`src/rtl/asc_pkg.sv`:
```
// Contract
// [RULE1] four sequencers: seq3 one step/entry, seq1-2 four, seq0 eight
// [RULE2] every result word is 32 bits with the result in bits 9:0
// [RULE3] each step has a 4-bit input nibble and a 4-bit control nibble
// [RULE4] a sequencer runs only while enabled; software configures it first
// [RULE5] a step with its interrupt enable set raises the raw interrupt
// [RULE6] the sequence stops after the step whose end bit is set
// [RULE7] result fifo is circular; each data read pops the oldest entry
// [RULE8] head, tail, full, empty visible; overflow and underflow recorded
// [RULE9] control paced by a converter clock derived near 16.667 MHz
// [RULE10] mask gates interrupt out; raw and masked status views readable
// [RULE11] writing one to a status-and-clear bit clears it; zero does nothing
// [RULE12] concurrent triggers served by priority value, 0 first
// [RULE13] software gives every enabled sequencer a distinct priority
// [RULE14] per-sequencer trigger select: software, always, peripheral sources
// [RULE15] writing one to an initiate bit starts a software-triggered sequencer
// [RULE16] software avoids high priority for always-triggered sequencers
// [RULE17] averaging accumulates up to 64 conversions into one entry
// [RULE18] averaging off after reset; one shared factor for all channels
// [RULE19] single-ended codes run 0x000 to 0x3ff, passed unchanged
// [RULE20] differential step reads nibble as pair k, inputs 2k and 2k+1
// [RULE21] differential: even input positive, zero difference gives 0x1ff
// [RULE22] after reset sequencer 0 has top priority, sequencer 3 lowest
// [RULE23] push into full sets overflow, pop of empty sets underflow, w1c
package asc_pkg;
   localparam int NUM_SEQ      = 4;
   localparam int MAX_DEPTH    = 8;
   localparam int SEQ_DEPTH [NUM_SEQ] = '{8, 4, 4, 1};
   localparam int RESULT_BITS  = 10;

   localparam logic [7:0] OFF_ENABLE = 8'h00;
   localparam logic [7:0] OFF_RAW    = 8'h04;
   localparam logic [7:0] OFF_MASK   = 8'h08;
   localparam logic [7:0] OFF_ISC    = 8'h0c;
   localparam logic [7:0] OFF_OSTAT  = 8'h10;
   localparam logic [7:0] OFF_EMUX   = 8'h14;
   localparam logic [7:0] OFF_USTAT  = 8'h18;
   localparam logic [7:0] OFF_PRI    = 8'h20;
   localparam logic [7:0] OFF_PSSI   = 8'h28;
   localparam logic [7:0] OFF_SAC    = 8'h30;
   localparam int SEQ_BASE   = 'h40;
   localparam int SEQ_STRIDE = 'h20;
   localparam int OFS_MUX    = 'h0;
   localparam int OFS_CTL    = 'h4;
   localparam int OFS_FIFO   = 'h8;
   localparam int OFS_FSTAT  = 'hc;

   localparam logic [15:0] PRI_RST    = 16'h3210;
   localparam logic [15:0] PRI_MASK   = 16'h3333;
   localparam logic [31:0] CTL3_RST   = 32'h00000002;
   localparam int FSTAT_TAIL_POS  = 0;
   localparam int FSTAT_HEAD_POS  = 4;
   localparam int FSTAT_EMPTY_POS = 8;
   localparam int FSTAT_FULL_POS  = 12;

   localparam int CTL_DIFF = 0;
   localparam int CTL_END  = 1;
   localparam int CTL_IE   = 2;
   localparam int CTL_TEMP = 3;

   localparam logic [3:0] TRIG_SOFTWARE = 4'h0;
   localparam logic [3:0] TRIG_ALWAYS   = 4'hf;
   localparam logic [2:0] AVG_MAX_LOG   = 3'h6;

   localparam int CLK_FREQ_KHZ    = 250000;
   localparam int CONV_TARGET_KHZ = 16667;
   localparam int CONV_DIV        = (CLK_FREQ_KHZ + CONV_TARGET_KHZ - 1) / CONV_TARGET_KHZ;

   typedef enum logic [1:0] {ST_IDLE, ST_ARM, ST_WAIT} asc_fsm_t;

   typedef struct packed {
      logic       start;
      logic [3:0] channel;
      logic       diff;
      logic       temp;
   } asc_conv_req_t;
endpackage

```
`src/rtl/asc_sequencer_ctrl.sv`:
```
// Decided for this implementation: the AHB-Lite interface to the registers and the placing of the registers.
`timescale 1ns/100ps
`default_nettype none
module asc_sequencer_ctrl
   import asc_pkg::*;
#(
   parameter int NUM_PERIPH_TRIG = 14
) (
   input  wire logic                   clk,
   input  wire logic                   rstn,
   input  wire logic                   hsel,
   input  wire logic [31:0]            haddr,
   input  wire logic [1:0]             htrans,
   input  wire logic                   hwrite,
   input  wire logic [2:0]             hsize,
   input  wire logic [31:0]            hwdata,
   input  wire logic                   hready,
   output logic                        hreadyout,
   output logic                        hresp,
   output logic [31:0]                 hrdata,
   input  wire logic [NUM_PERIPH_TRIG-1:0] periphTrig,
   output asc_conv_req_t               convReq,
   input  wire logic                   convDone,
   input  wire logic [RESULT_BITS-1:0] convResult,
   output logic [NUM_SEQ-1:0]          seqIrq
);
   // codes 1..14 of the select field name peripheral sources, so more cannot be reached
   if (NUM_PERIPH_TRIG < 1 || NUM_PERIPH_TRIG > 14) begin : g_chk
      $error("NUM_PERIPH_TRIG must lie in 1..14");
   end

   typedef struct packed {
      asc_fsm_t                              fsm;
      logic [1:0]                            cur;
      logic [2:0]                            step;
      logic [6:0]                            avgCnt;
      logic [15:0]                           acc;
      logic [3:0]                            tickCnt;
      logic [NUM_SEQ-1:0]                    en;
      logic [NUM_SEQ-1:0]                    raw;
      logic [NUM_SEQ-1:0]                    mask;
      logic [NUM_SEQ-1:0]                    ostat;
      logic [NUM_SEQ-1:0]                    ustat;
      logic [NUM_SEQ-1:0]                    pend;
      logic [15:0]                           emux;
      logic [15:0]                           pri;
      logic [2:0]                            sac;
      logic [NUM_SEQ-1:0][31:0]              mux;
      logic [NUM_SEQ-1:0][31:0]              ctl;
      logic [NUM_SEQ-1:0][MAX_DEPTH-1:0][RESULT_BITS-1:0] mem;
      logic [NUM_SEQ-1:0][2:0]               head;
      logic [NUM_SEQ-1:0][2:0]               tail;
      logic [NUM_SEQ-1:0][3:0]               cnt;
      logic [NUM_PERIPH_TRIG-1:0]            trigPrev;
      logic                                  wrPend;
      logic [7:0]                            wrAddr;
      logic                                  rdWait;
      logic [7:0]                            rdAddr;
      logic [31:0]                           rdata;
      asc_conv_req_t                         conv;
   } asc_regs_t;

   asc_regs_t                  r_reg;
   asc_regs_t                  r_next;
   logic                       tick;
   logic                       pushEv;
   logic [RESULT_BITS-1:0]     pushData;
   logic                       ieBit;
   logic                       lastStep;
   logic                       rdIsFifo;
   logic                       prioOk;
   logic [NUM_SEQ-1:0]         setRaw;

   assign hreadyout = ~r_reg.rdWait;
   assign hresp     = 1'b0;
   assign hrdata    = r_reg.rdata;
   assign convReq   = r_reg.conv;
   assign seqIrq    = r_reg.raw & r_reg.mask; // [RULE10]

   always_comb begin
      logic               addrPhase;
      logic [NUM_SEQ-1:0] clrRaw;
      logic [NUM_SEQ-1:0] clrO;
      logic [NUM_SEQ-1:0] clrU;
      logic [NUM_SEQ-1:0] setO;
      logic [NUM_SEQ-1:0] setU;
      logic [NUM_SEQ-1:0] pop;
      logic [NUM_SEQ-1:0] trig;
      logic               found;
      logic [1:0]         best;
      logic [1:0]         bestPri;
      logic [3:0]         sel;
      logic [3:0]         inNib;
      logic [3:0]         ctlNib;
      logic [15:0]        sum;
      logic [31:0]        rdVal;
      logic [7:0]         seqA;
      logic               pssiWr;
      r_next   = r_reg;
      addrPhase = 1'b0;
      clrRaw   = '0;
      clrO     = '0;
      clrU     = '0;
      setO     = '0;
      setU     = '0;
      setRaw   = '0;
      pop      = '0;
      trig     = '0;
      found    = 1'b0;
      best     = 2'd0;
      bestPri  = 2'd3;
      sel      = 4'h0;
      sum      = 16'h0000;
      rdVal    = 32'h00000000;
      seqA     = 8'h00;
      pushEv   = 1'b0;
      pushData = '0;
      ieBit    = 1'b0;
      lastStep = 1'b0;
      rdIsFifo = 1'b0;
      prioOk   = 1'b1;
      r_next.conv.start = 1'b0;

      // converter pacing clock, one tick per converter period
      tick = (r_reg.tickCnt == 4'(CONV_DIV - 1)); // [RULE9]
      r_next.tickCnt = tick ? 4'h0 : r_reg.tickCnt + 4'h1;

      // bus: zero-wait writes, one-wait reads so a read sees the write before it
      addrPhase = hsel && htrans[1] && hready && (hsize == 3'b010);
      r_next.wrPend = addrPhase && hwrite;
      r_next.rdWait = addrPhase && !hwrite;
      r_next.wrAddr = haddr[7:0];
      r_next.rdAddr = haddr[7:0];
      pssiWr = r_reg.wrPend && (r_reg.wrAddr == OFF_PSSI);
      if (r_reg.wrPend) begin
         case (r_reg.wrAddr)
            OFF_ENABLE: r_next.en = hwdata[NUM_SEQ-1:0];
            OFF_MASK:   r_next.mask = hwdata[NUM_SEQ-1:0];
            OFF_ISC:    clrRaw = hwdata[NUM_SEQ-1:0]; // [RULE11]
            OFF_OSTAT:  clrO = hwdata[NUM_SEQ-1:0]; // [RULE23]
            OFF_USTAT:  clrU = hwdata[NUM_SEQ-1:0]; // [RULE23]
            OFF_EMUX:   r_next.emux = hwdata[15:0]; // [RULE14]
            OFF_PRI:    r_next.pri = hwdata[15:0] & PRI_MASK;
            OFF_SAC:    r_next.sac = (hwdata[2:0] > AVG_MAX_LOG) ? AVG_MAX_LOG : hwdata[2:0];
            default: begin
            end
         endcase
         for (int i = 0; i < NUM_SEQ; i++) begin
            seqA = 8'(SEQ_BASE + i * SEQ_STRIDE);
            // unused step nibbles of the short sequencers stay zero
            if (r_reg.wrAddr == seqA + 8'(OFS_MUX)) begin
               r_next.mux[i] = hwdata & 32'((64'h1 << (4 * SEQ_DEPTH[i])) - 64'h1); // [RULE3]
            end
            if (r_reg.wrAddr == seqA + 8'(OFS_CTL)) begin
               r_next.ctl[i] = hwdata & 32'((64'h1 << (4 * SEQ_DEPTH[i])) - 64'h1); // [RULE3]
            end
         end
      end

      // register read, taken in the wait cycle
      if (r_reg.rdWait) begin
         case (r_reg.rdAddr)
            OFF_ENABLE: rdVal = 32'(r_reg.en);
            OFF_RAW:    rdVal = 32'(r_reg.raw); // [RULE10]
            OFF_MASK:   rdVal = 32'(r_reg.mask);
            OFF_ISC:    rdVal = 32'(r_reg.raw & r_reg.mask); // [RULE10]
            OFF_OSTAT:  rdVal = 32'(r_reg.ostat); // [RULE8]
            OFF_USTAT:  rdVal = 32'(r_reg.ustat); // [RULE8]
            OFF_EMUX:   rdVal = 32'(r_reg.emux);
            OFF_PRI:    rdVal = 32'(r_reg.pri);
            OFF_SAC:    rdVal = 32'(r_reg.sac);
            default:    rdVal = 32'h00000000;
         endcase
         for (int i = 0; i < NUM_SEQ; i++) begin
            seqA = 8'(SEQ_BASE + i * SEQ_STRIDE);
            if (r_reg.rdAddr == seqA + 8'(OFS_MUX)) begin
               rdVal = r_reg.mux[i];
            end
            if (r_reg.rdAddr == seqA + 8'(OFS_CTL)) begin
               rdVal = r_reg.ctl[i];
            end
            if (r_reg.rdAddr == seqA + 8'(OFS_FIFO)) begin
               rdIsFifo = 1'b1;
               pop[i] = 1'b1; // [RULE7]
               // an empty pop returns zero
               rdVal = (r_reg.cnt[i] == 4'h0) ? 32'h00000000 : 32'(r_reg.mem[i][r_reg.head[i]]); // [RULE2]
            end
            if (r_reg.rdAddr == seqA + 8'(OFS_FSTAT)) begin
               rdVal = 32'h00000000;
               rdVal[FSTAT_TAIL_POS +: 3] = r_reg.tail[i]; // [RULE8]
               rdVal[FSTAT_HEAD_POS +: 3] = r_reg.head[i];
               rdVal[FSTAT_EMPTY_POS] = (r_reg.cnt[i] == 4'h0);
               rdVal[FSTAT_FULL_POS] = (r_reg.cnt[i] == 4'(SEQ_DEPTH[i]));
            end
         end
         r_next.rdata = rdVal;
      end

      // sequencer engine
      inNib  = r_reg.mux[r_reg.cur][{r_reg.step, 2'b00} +: 4];
      ctlNib = r_reg.ctl[r_reg.cur][{r_reg.step, 2'b00} +: 4];
      sum    = r_reg.acc + 16'(convResult);
      case (r_reg.fsm)
         ST_IDLE: begin
            for (int i = 0; i < NUM_SEQ; i++) begin
               // strict compare: equal priorities fall to the lower index
               if (r_reg.pend[i] && r_reg.en[i] && (!found || r_reg.pri[i*4 +: 2] < bestPri)) begin // [RULE12] [RULE13]
                  found   = 1'b1;
                  best    = 2'(i);
                  bestPri = r_reg.pri[i*4 +: 2];
               end
            end
            for (int i = 0; i < NUM_SEQ; i++) begin
               if (found && r_reg.pend[i] && r_reg.en[i] && r_reg.pri[i*4 +: 2] < bestPri) begin
                  prioOk = 1'b0;
               end
            end
            if (found) begin
               r_next.cur    = best;
               r_next.step   = 3'd0;
               r_next.avgCnt = 7'd0;
               r_next.acc    = 16'h0000;
               r_next.fsm    = ST_ARM;
            end
         end
         ST_ARM: begin
            if (!r_reg.en[r_reg.cur]) begin
               r_next.fsm = ST_IDLE; // [RULE4]
            end else if (tick) begin
               r_next.conv.start   = 1'b1; // [RULE9]
               r_next.conv.diff    = ctlNib[CTL_DIFF];
               r_next.conv.temp    = ctlNib[CTL_TEMP];
               // differential pair k drives even input 2k positive, 2k+1 negative
               r_next.conv.channel = ctlNib[CTL_DIFF] ? {inNib[2:0], 1'b0} : inNib; // [RULE20] [RULE21]
               r_next.fsm          = ST_WAIT;
            end
         end
         ST_WAIT: begin
            if (convDone) begin
               // one shared accumulator; the factor applies to every step alike
               if (r_reg.avgCnt == 7'((7'h1 << r_reg.sac) - 7'h1)) begin // [RULE17] [RULE18]
                  pushEv   = 1'b1;
                  pushData = RESULT_BITS'(sum >> r_reg.sac); // [RULE19] [RULE21]
                  ieBit    = ctlNib[CTL_IE];
                  lastStep = ctlNib[CTL_END] || (r_reg.step == 3'(SEQ_DEPTH[r_reg.cur] - 1));
                  if (ieBit) begin
                     setRaw[r_reg.cur] = 1'b1; // [RULE5]
                  end
                  r_next.acc    = 16'h0000;
                  r_next.avgCnt = 7'd0;
                  if (lastStep) begin
                     r_next.pend[r_reg.cur] = 1'b0; // [RULE6]
                     r_next.fsm = ST_IDLE;
                  end else begin
                     r_next.step = r_reg.step + 3'd1;
                     r_next.fsm  = ST_ARM;
                  end
               end else begin
                  r_next.acc    = sum; // [RULE17]
                  r_next.avgCnt = r_reg.avgCnt + 7'd1;
                  r_next.fsm    = ST_ARM;
               end
            end
         end
         default: r_next.fsm = ST_IDLE;
      endcase
      // result fifos; a push into a full fifo is dropped even if a pop lands in the same cycle
      for (int i = 0; i < NUM_SEQ; i++) begin
         logic doPush;
         logic doPop;
         doPush = pushEv && (r_reg.cur == 2'(i)) && (r_reg.cnt[i] != 4'(SEQ_DEPTH[i]));
         doPop  = pop[i] && (r_reg.cnt[i] != 4'h0);
         setO[i] = pushEv && (r_reg.cur == 2'(i)) && (r_reg.cnt[i] == 4'(SEQ_DEPTH[i])); // [RULE23]
         setU[i] = pop[i] && (r_reg.cnt[i] == 4'h0); // [RULE23]
         if (doPush) begin
            r_next.mem[i][r_reg.tail[i]] = pushData; // [RULE1]
            r_next.tail[i] = (r_reg.tail[i] == 3'(SEQ_DEPTH[i] - 1)) ? 3'd0 : r_reg.tail[i] + 3'd1; // [RULE7]
         end
         if (doPop) begin
            r_next.head[i] = (r_reg.head[i] == 3'(SEQ_DEPTH[i] - 1)) ? 3'd0 : r_reg.head[i] + 3'd1; // [RULE7]
         end
         r_next.cnt[i] = r_reg.cnt[i] + 4'(doPush) - 4'(doPop);
      end

      // sticky flags: a set in the clearing cycle survives
      r_next.raw   = (r_reg.raw & ~clrRaw) | setRaw; // [RULE11]
      r_next.ostat = (r_reg.ostat & ~clrO) | setO; // [RULE8]
      r_next.ustat = (r_reg.ustat & ~clrU) | setU; // [RULE8]

      // triggers; placed after the engine so a new trigger wins over completion
      for (int i = 0; i < NUM_SEQ; i++) begin
         sel = r_reg.emux[i*4 +: 4];
         if (sel == TRIG_ALWAYS) begin
            trig[i] = 1'b1; // [RULE14]
         end else if (sel == TRIG_SOFTWARE) begin
            trig[i] = pssiWr && hwdata[i]; // [RULE15]
         end else if (int'(sel) <= NUM_PERIPH_TRIG) begin
            trig[i] = periphTrig[int'(sel) - 1] && !r_reg.trigPrev[int'(sel) - 1]; // [RULE14]
         end
         if (!r_next.en[i]) begin
            r_next.pend[i] = 1'b0; // [RULE4]
         end else if (trig[i]) begin
            r_next.pend[i] = 1'b1;
         end
      end
      r_next.trigPrev = periphTrig;
   end

   always_ff @(posedge clk) begin
      if (!rstn) begin
         r_reg        <= '0; // [RULE18]
         r_reg.pri    <= PRI_RST; // [RULE22]
         r_reg.ctl[3] <= CTL3_RST;
      end else begin
         r_reg <= r_next;
      end
   end
endmodule // asc_sequencer_ctrl
`default_nettype wire

```
`config.mk`:
```
export PLATFORM = sky130hd
export DESIGN_NAME = asc_sequencer_ctrl
export DESIGN_NICKNAME = d
export VERILOG_FILES = /design/src/rtl/asc_pkg.sv /design/src/rtl/asc_sequencer_ctrl.sv
export SDC_FILE = /design/constraint.sdc
export NUM_CORES = 2
export LEC_CHECK = 0
export ABC_AREA = 1
export BUFFER_PORTS_ARGS = -buffer_cell sky130_fd_sc_hd__buf_2
export CORE_UTILIZATION = 25
export CTS_CLUSTER_SIZE = 10
export DETAILED_ROUTE_END_ITERATION = 10
export SLEW_MARGIN = 10
export SYNTH_ARGS = -nofsm -noshare
export SYNTH_HDL_FRONTEND = slang
export SYNTH_SLANG_ARGS = --single-unit
```
`constraint.sdc`:
```
create_clock -name clk -period 3.4 [get_ports clk]
set_input_delay 0.17 -clock clk [delete_from_list [all_inputs] [get_ports clk]]
set_output_delay 0.17 -clock clk [all_outputs]
set_load 0.005 [all_outputs]
```
-- Word level (Yosys, flattened, before mapping)
Index checks and enable logic that the tools add are counted.
- input port bits: 99
- output and inout bits: 45
- flip-flop bits (word level): 644
- bitwise logic cells: 16
- $add $sub $neg: 26
- shifts and indexed selects: 4
- mux-type cells: 159
- reduce and logical (&&, ||, !) cells: 119
- $lt $le $gt $ge: 27
- equal/unequal tests: 57
- operators by type and width (operator ; number):
    32-bit 2-to-1 mux ; 18
    80-bit bitwise mux ; 4
    32-bit binary-select mux with 2-bit select ; 3
    10-bit 2-to-1 mux ; 15
    16-bit one-hot mux with 9 select lines ; 1
    10-bit binary-select mux with 3-bit select ; 4
    10-bit demux with 3-bit select ; 4
    4-bit 2-to-1 mux ; 18
    8-bit by 7-bit == test with 1-bit output, second input constant ; 8
    8-bit == test, second input constant ; 8
    32-bit by 6-bit indexed part select with 4-bit output ; 2
    1-bit 2-to-1 mux ; 52
    26-bit one-hot mux with 2 select lines ; 1
    1-bit logical AND ; 46
    3-bit 2-to-1 mux ; 13
    2-bit AND reduction ; 17
    2-bit nonzero test ; 17
    1-bit binary-select mux with 4-bit select ; 8
    4-bit logical NOT ; 8
    3-bit by 4-bit less-than comparator with 1-bit output, second input constant ; 8
    30-bit 2-to-1 mux ; 1
    3-bit by 1-bit adder with 3-bit output, second input constant ; 9
    26-bit 2-to-1 mux ; 1
    4-bit AND ; 6
    other kinds (56) ; 136

-- Logic depth before layout (Yosys ltp)
- depth in word-level cells: 20
- mapped depth: 22
- mapped depth without buffers: 22

-- Worst setup path before layout
No wires, ideal clock.
- path type: flip-flop to flip-flop
- from: register r_reg[687] (netlist name)
- to: register r_reg[85] (netlist name)
- stages on the path, launching flop included: 21
- library setup time: 0.128 ns
- buffers on the path: 1
- required time: 3.272 ns
- setup slack: 0.231 ns
- clock period less this slack: 3.169 ns
- data arrival time: 3.042 ns
- cells stage by stage: dfxtp_1 buf_6 inv_1 nor2_1 nand2_1 ha_1 xnor2_1 nor3_1 nor3b_2 nand3b_1 nor2_4 nand3_1 nor2_4 inv_1 ha_1 inv_1 ha_1 inv_1 fa_1 xor2_1 nor2_1
- longest elaborated chain between the ends: 10
- RTL lines (what ; line ; RTL):
    start: declaration ; asc_sequencer_ctrl.sv:63 ; asc_regs_t r_reg;
    start signal: assignment ; asc_sequencer_ctrl.sv:315 ; r_reg <= r_next;
    1-bit by 3-bit << shifter with 7-bit output ; asc_sequencer_ctrl.sv:241 ; if (r_reg.avgCnt == 7'((7'h1 << r_reg.sac) - 7'h1)) begin
    7-bit by 1-bit subtractor with 7-bit output ; asc_sequencer_ctrl.sv:241 ;
    7-bit == test ; asc_sequencer_ctrl.sv:241 ;
    1-bit 2-to-1 mux ; asc_sequencer_ctrl.sv:241 ;
    1-bit 2-to-1 mux ; asc_sequencer_ctrl.sv:239 ; if (convDone) begin
    1-bit 2-to-1 mux ; asc_sequencer_ctrl.sv:203 ; case (r_reg.fsm)
    1-bit logical AND (2 in series) ; asc_sequencer_ctrl.sv:271 ; doPush = pushEv && (r_reg.cur == 2'(i)) && (r_reg.cnt[i] != 4'(SEQ_DEPTH[i]));
    4-bit by 1-bit adder with 4-bit output ; asc_sequencer_ctrl.sv:282 ; r_next.cnt[i] = r_reg.cnt[i] + 4'(doPush) - 4'(doPop);
    4-bit by 1-bit subtractor with 4-bit output ; asc_sequencer_ctrl.sv:282 ;
Every way passes these cells.
A chain may end at the register's enable or synchronous reset.

-- Final worst setup path
- from: register r_reg[687] (netlist name)
- to: register r_reg[72] (netlist name)
The elaborated chain is that of the path after synthesis.

==> flow_summary.ini <==
[global_routing]
gr-total-overflow = 0
grt_pass1_wl_um = 166000
grt_usage_pct = 16.5
grt_max_degree = 215
grt_antenna_before_repair = 2
grt_pass1_vias = 28100

[worst_setup_path]
worstSetupEndpointType = register
cpPeakStageDelay_ns = 0.52
start_kind = register
slowest_stage = fa_2
path_cells = inv_2, nor2_2, nand2_2, ha_4, xnor2_1, nor3_1, nor3b_2, nand3b_1, nor2_4, buf_12, buf_4, nand2_2, nor2_4, inv_2, ha_1, inv_1, ha_1, inv_1, fa_2, nor2_1
criticalPathCategory = register to register
worstPathRequired_ns = 3.89
cp.arrival_ns = 3.68
cp_max_fo = 4

[cts]
clk_pin_slew_ns = 0.06
clock-sinks = 644
cts_inserted_buffers = 76
cts_tree = yes
clock_latency_ns = 0.65
cts-root-buf = clkbuf_16
clockBufferDepth = 3
cts_max_level = 3

[floorplan]
fp.dieH_um = 355
die-area_sq_um = 126000
die_w_um = 355
start_util_pct = 25.2
row_count = 129
core_sq_um = 123000
pin_count = 144

[timing]
rsz0062_at_grt = false
setup_violations = 0
min_period_ns = 3.19
tightest_slew_ns = 0.979
finClkSkew_ns = 0.0444
layout_setup_ws_ns = 0.205
max_freq_mhz = 313
hold_violations = 0
period_share_pct = 94.0
max_slew_margin_pct = 34.6
drv_slew = 0
timing.hold.ws_ns = 0.0439

[routing]
drc = 2
viasPerCell = 5.00
drt_iter0_markers = 3062
via_count = 30600
wl_um = 108000
wl_per_cell_um = 17.6
drtAntennaViolNets = 0
dr.pass1.iters = 9

[yosys]
avgSynthCellArea_sq_um = 7.10
synth_common_cells = 770 x o21ai_0, 644 x dfxtp_1, 618 x a21oi_1
synth_cell_types = 51
ys_ff_latch = 644
syn_nets = 4553
yosys-top-cells-area = dfxtp_1 41%, o21ai_0 12%, a21oi_1 9.9%, nand2_1 7.3%, nor2_1 4.9%
yosysTopAreaCell = dfxtp_1
seq_area_frac_synth_pct = 41.5
synthArstFlopShare_pct = 0
synthCells = 4382
syn_area_sq_um = 31100
yosys_warnings = 0
synth_top_area_share_pct = 41.5
synth_edf_count = 0
synth-main-ff-cell = dfxtp_1
yosysMostFrequentCell = o21ai_0

[power]
pwr-share-seq_pct = 49.1
power_frac_comb_pct = 3.3
p_switching_mw = 3.55
internal_power_mw = 11.9
vdd_ir_drop_max_mv = 0.358
leakagePower_nw = 14.3
p_per_area_nw_per_um2 = 422
swShare_pct = 23.0
clkPwrFrac_pct = 47.6

[final_layout]
layout-drive-gt1-share_pct = 9.60
syn2layout_area_growth_pct = 17.5
largest_reg_flops = 605
nNetsFinal = 4632
final_core_util_pct = 29.6
nFillCells = 13300
fin_cells = 6116

[placed_design]
hpwl_um = 73700
dp_slack_ns = -0.134
portBuffers = 117
gp_congestion = 0.946
dp.cells = 5949

[flow_run]
maxCapViolations = 0

[min_path]
hold_class = input pin to register

[status]
violations = DRC
status = finished, violations left
==> layout by cell type (no fill, tap or decap), types with 7 or more instances in the layout <==
master         instances
clkinv_1              11
a21oi_1              616
nor2_1               405
buf_4                140
buf_2                116
o21ai_1               20
nand4_1               18
o22ai_1               98
dlygate4sd3_1         59
or2_2                  9
a22oi_1                8
nand2_1              599
xor2_1                23
buf_12                24
dfxtp_1              641
clkbuf_16             77
clkbuf_1               7
o211ai_1              33
a221oi_1              16
o21ai_0              768
nor2_4                14
xnor2_1               10
nand3_1              160
nor3_1                20
o221ai_1              35
a211oi_1              17
inv_1                379
ha_1                  63
a31oi_1                7
==> stage by stage <==
step                      instance area, sq um  TNS (ns)  power (mW)
after global placement                   33700    -0.202        8.18
after detailed placement                 33700    -0.470        8.18
final                                    36500         0        15.4
after global routing                     36500         0        15.9
after CTS                                36400         0        15.6
after floorplan                          31100         0        7.98
==> worst max-delay path: cells and delay by family, from the launching register on <==
kind                     cells  cell delay [ns]
buffers and inverters        6             0.45
AND/OR/NAND/NOR              9             0.97
adder cells (fa/ha/maj)      4             1.13
XOR/XNOR                     1             0.12
flip-flops                   1             0.37
==> power by group through the flow <==
stage | clock [mW] | sequential (mW) | combinational [mW]
final | 7.35 | 7.58 | 0.503
after floorplan | 0 | 7.74 | 0.243
after CTS | 7.51 | 7.58 | 0.495
after global placement | 0 | 7.74 | 0.438
after global routing | 7.79 | 7.58 | 0.545
after detailed placement | 0 | 7.74 | 0.439
==> cell type report <==
type,count,area [sq um],share of cell area [%]
antenna,1,2.50,0.00685
clock buffer,86,1980,5.42
clock inverter,9,106,0.291
inverter,397,1500,4.09
multi-input combinational,3000,15300,41.8
sequential,644,12900,35.3
tap,1637,2050,5.61
timing repair buffer,342,2740,7.51
==> per-layer routing <==
| layer | global-route usage (%) | part of all wire, % | routed length, um | up-vias |
|---|---|---|---|---|
| met5 | 0 | 0 | 0 | - |
| met3 | 2.12 | 6.4 | 6930 | 202 |
| met2 | 27.3 | 46 | 50000 | 1075 |
| met1 | 21.8 | 44 | 47100 | 14400 |
| li1 | - | - | - | 14900 |
| met4 | 6.27 | 3.6 | 3880 | 0 |
==> worst paths after layout <==
path	start	to	slack [ns]	cells after the start
setup / recovery	r_reg[687]$_SDFFE_PN0P_	r_reg[72]$_SDFF_PN0_	0.21	20
hold / removal	hwdata[0]	r_reg[690]$_SDFFE_PN0P_	0.04	3
setup reg to reg	r_reg[687]$_SDFFE_PN0P_	r_reg[72]$_SDFF_PN0_	0.21	20
hold reg to reg	hrdata[9]$_SDFFE_PN0P_	hrdata[9]$_SDFFE_PN0P_	0.46	2
==> timing repair <==
item / in CTS / in global routing
hold buffers: 59 / 0
endpoints found under the setup margin: 11 / 211
setup buffers: 8 / 4
gates resized for setup: 5 / 24
pin swaps: 2 / 12
endpoints found under the hold margin: 153 / 0
==> kinds of logic (layout without fill, tap and decap cells) <==
kind of cell	count (synthesis)	in the layout	synth area share, %
compound gates	1643	1643	28.2
simple gates	1251	1251	16.6
buf+inv	738	834	9.82
flops	644	644	41.5
fa+ha+maj	72	72	3.02
xor+xnor	33	33	0.929
other cells	1	2	0.0121
No activity file was read; power rests on OpenSTA's default activity.
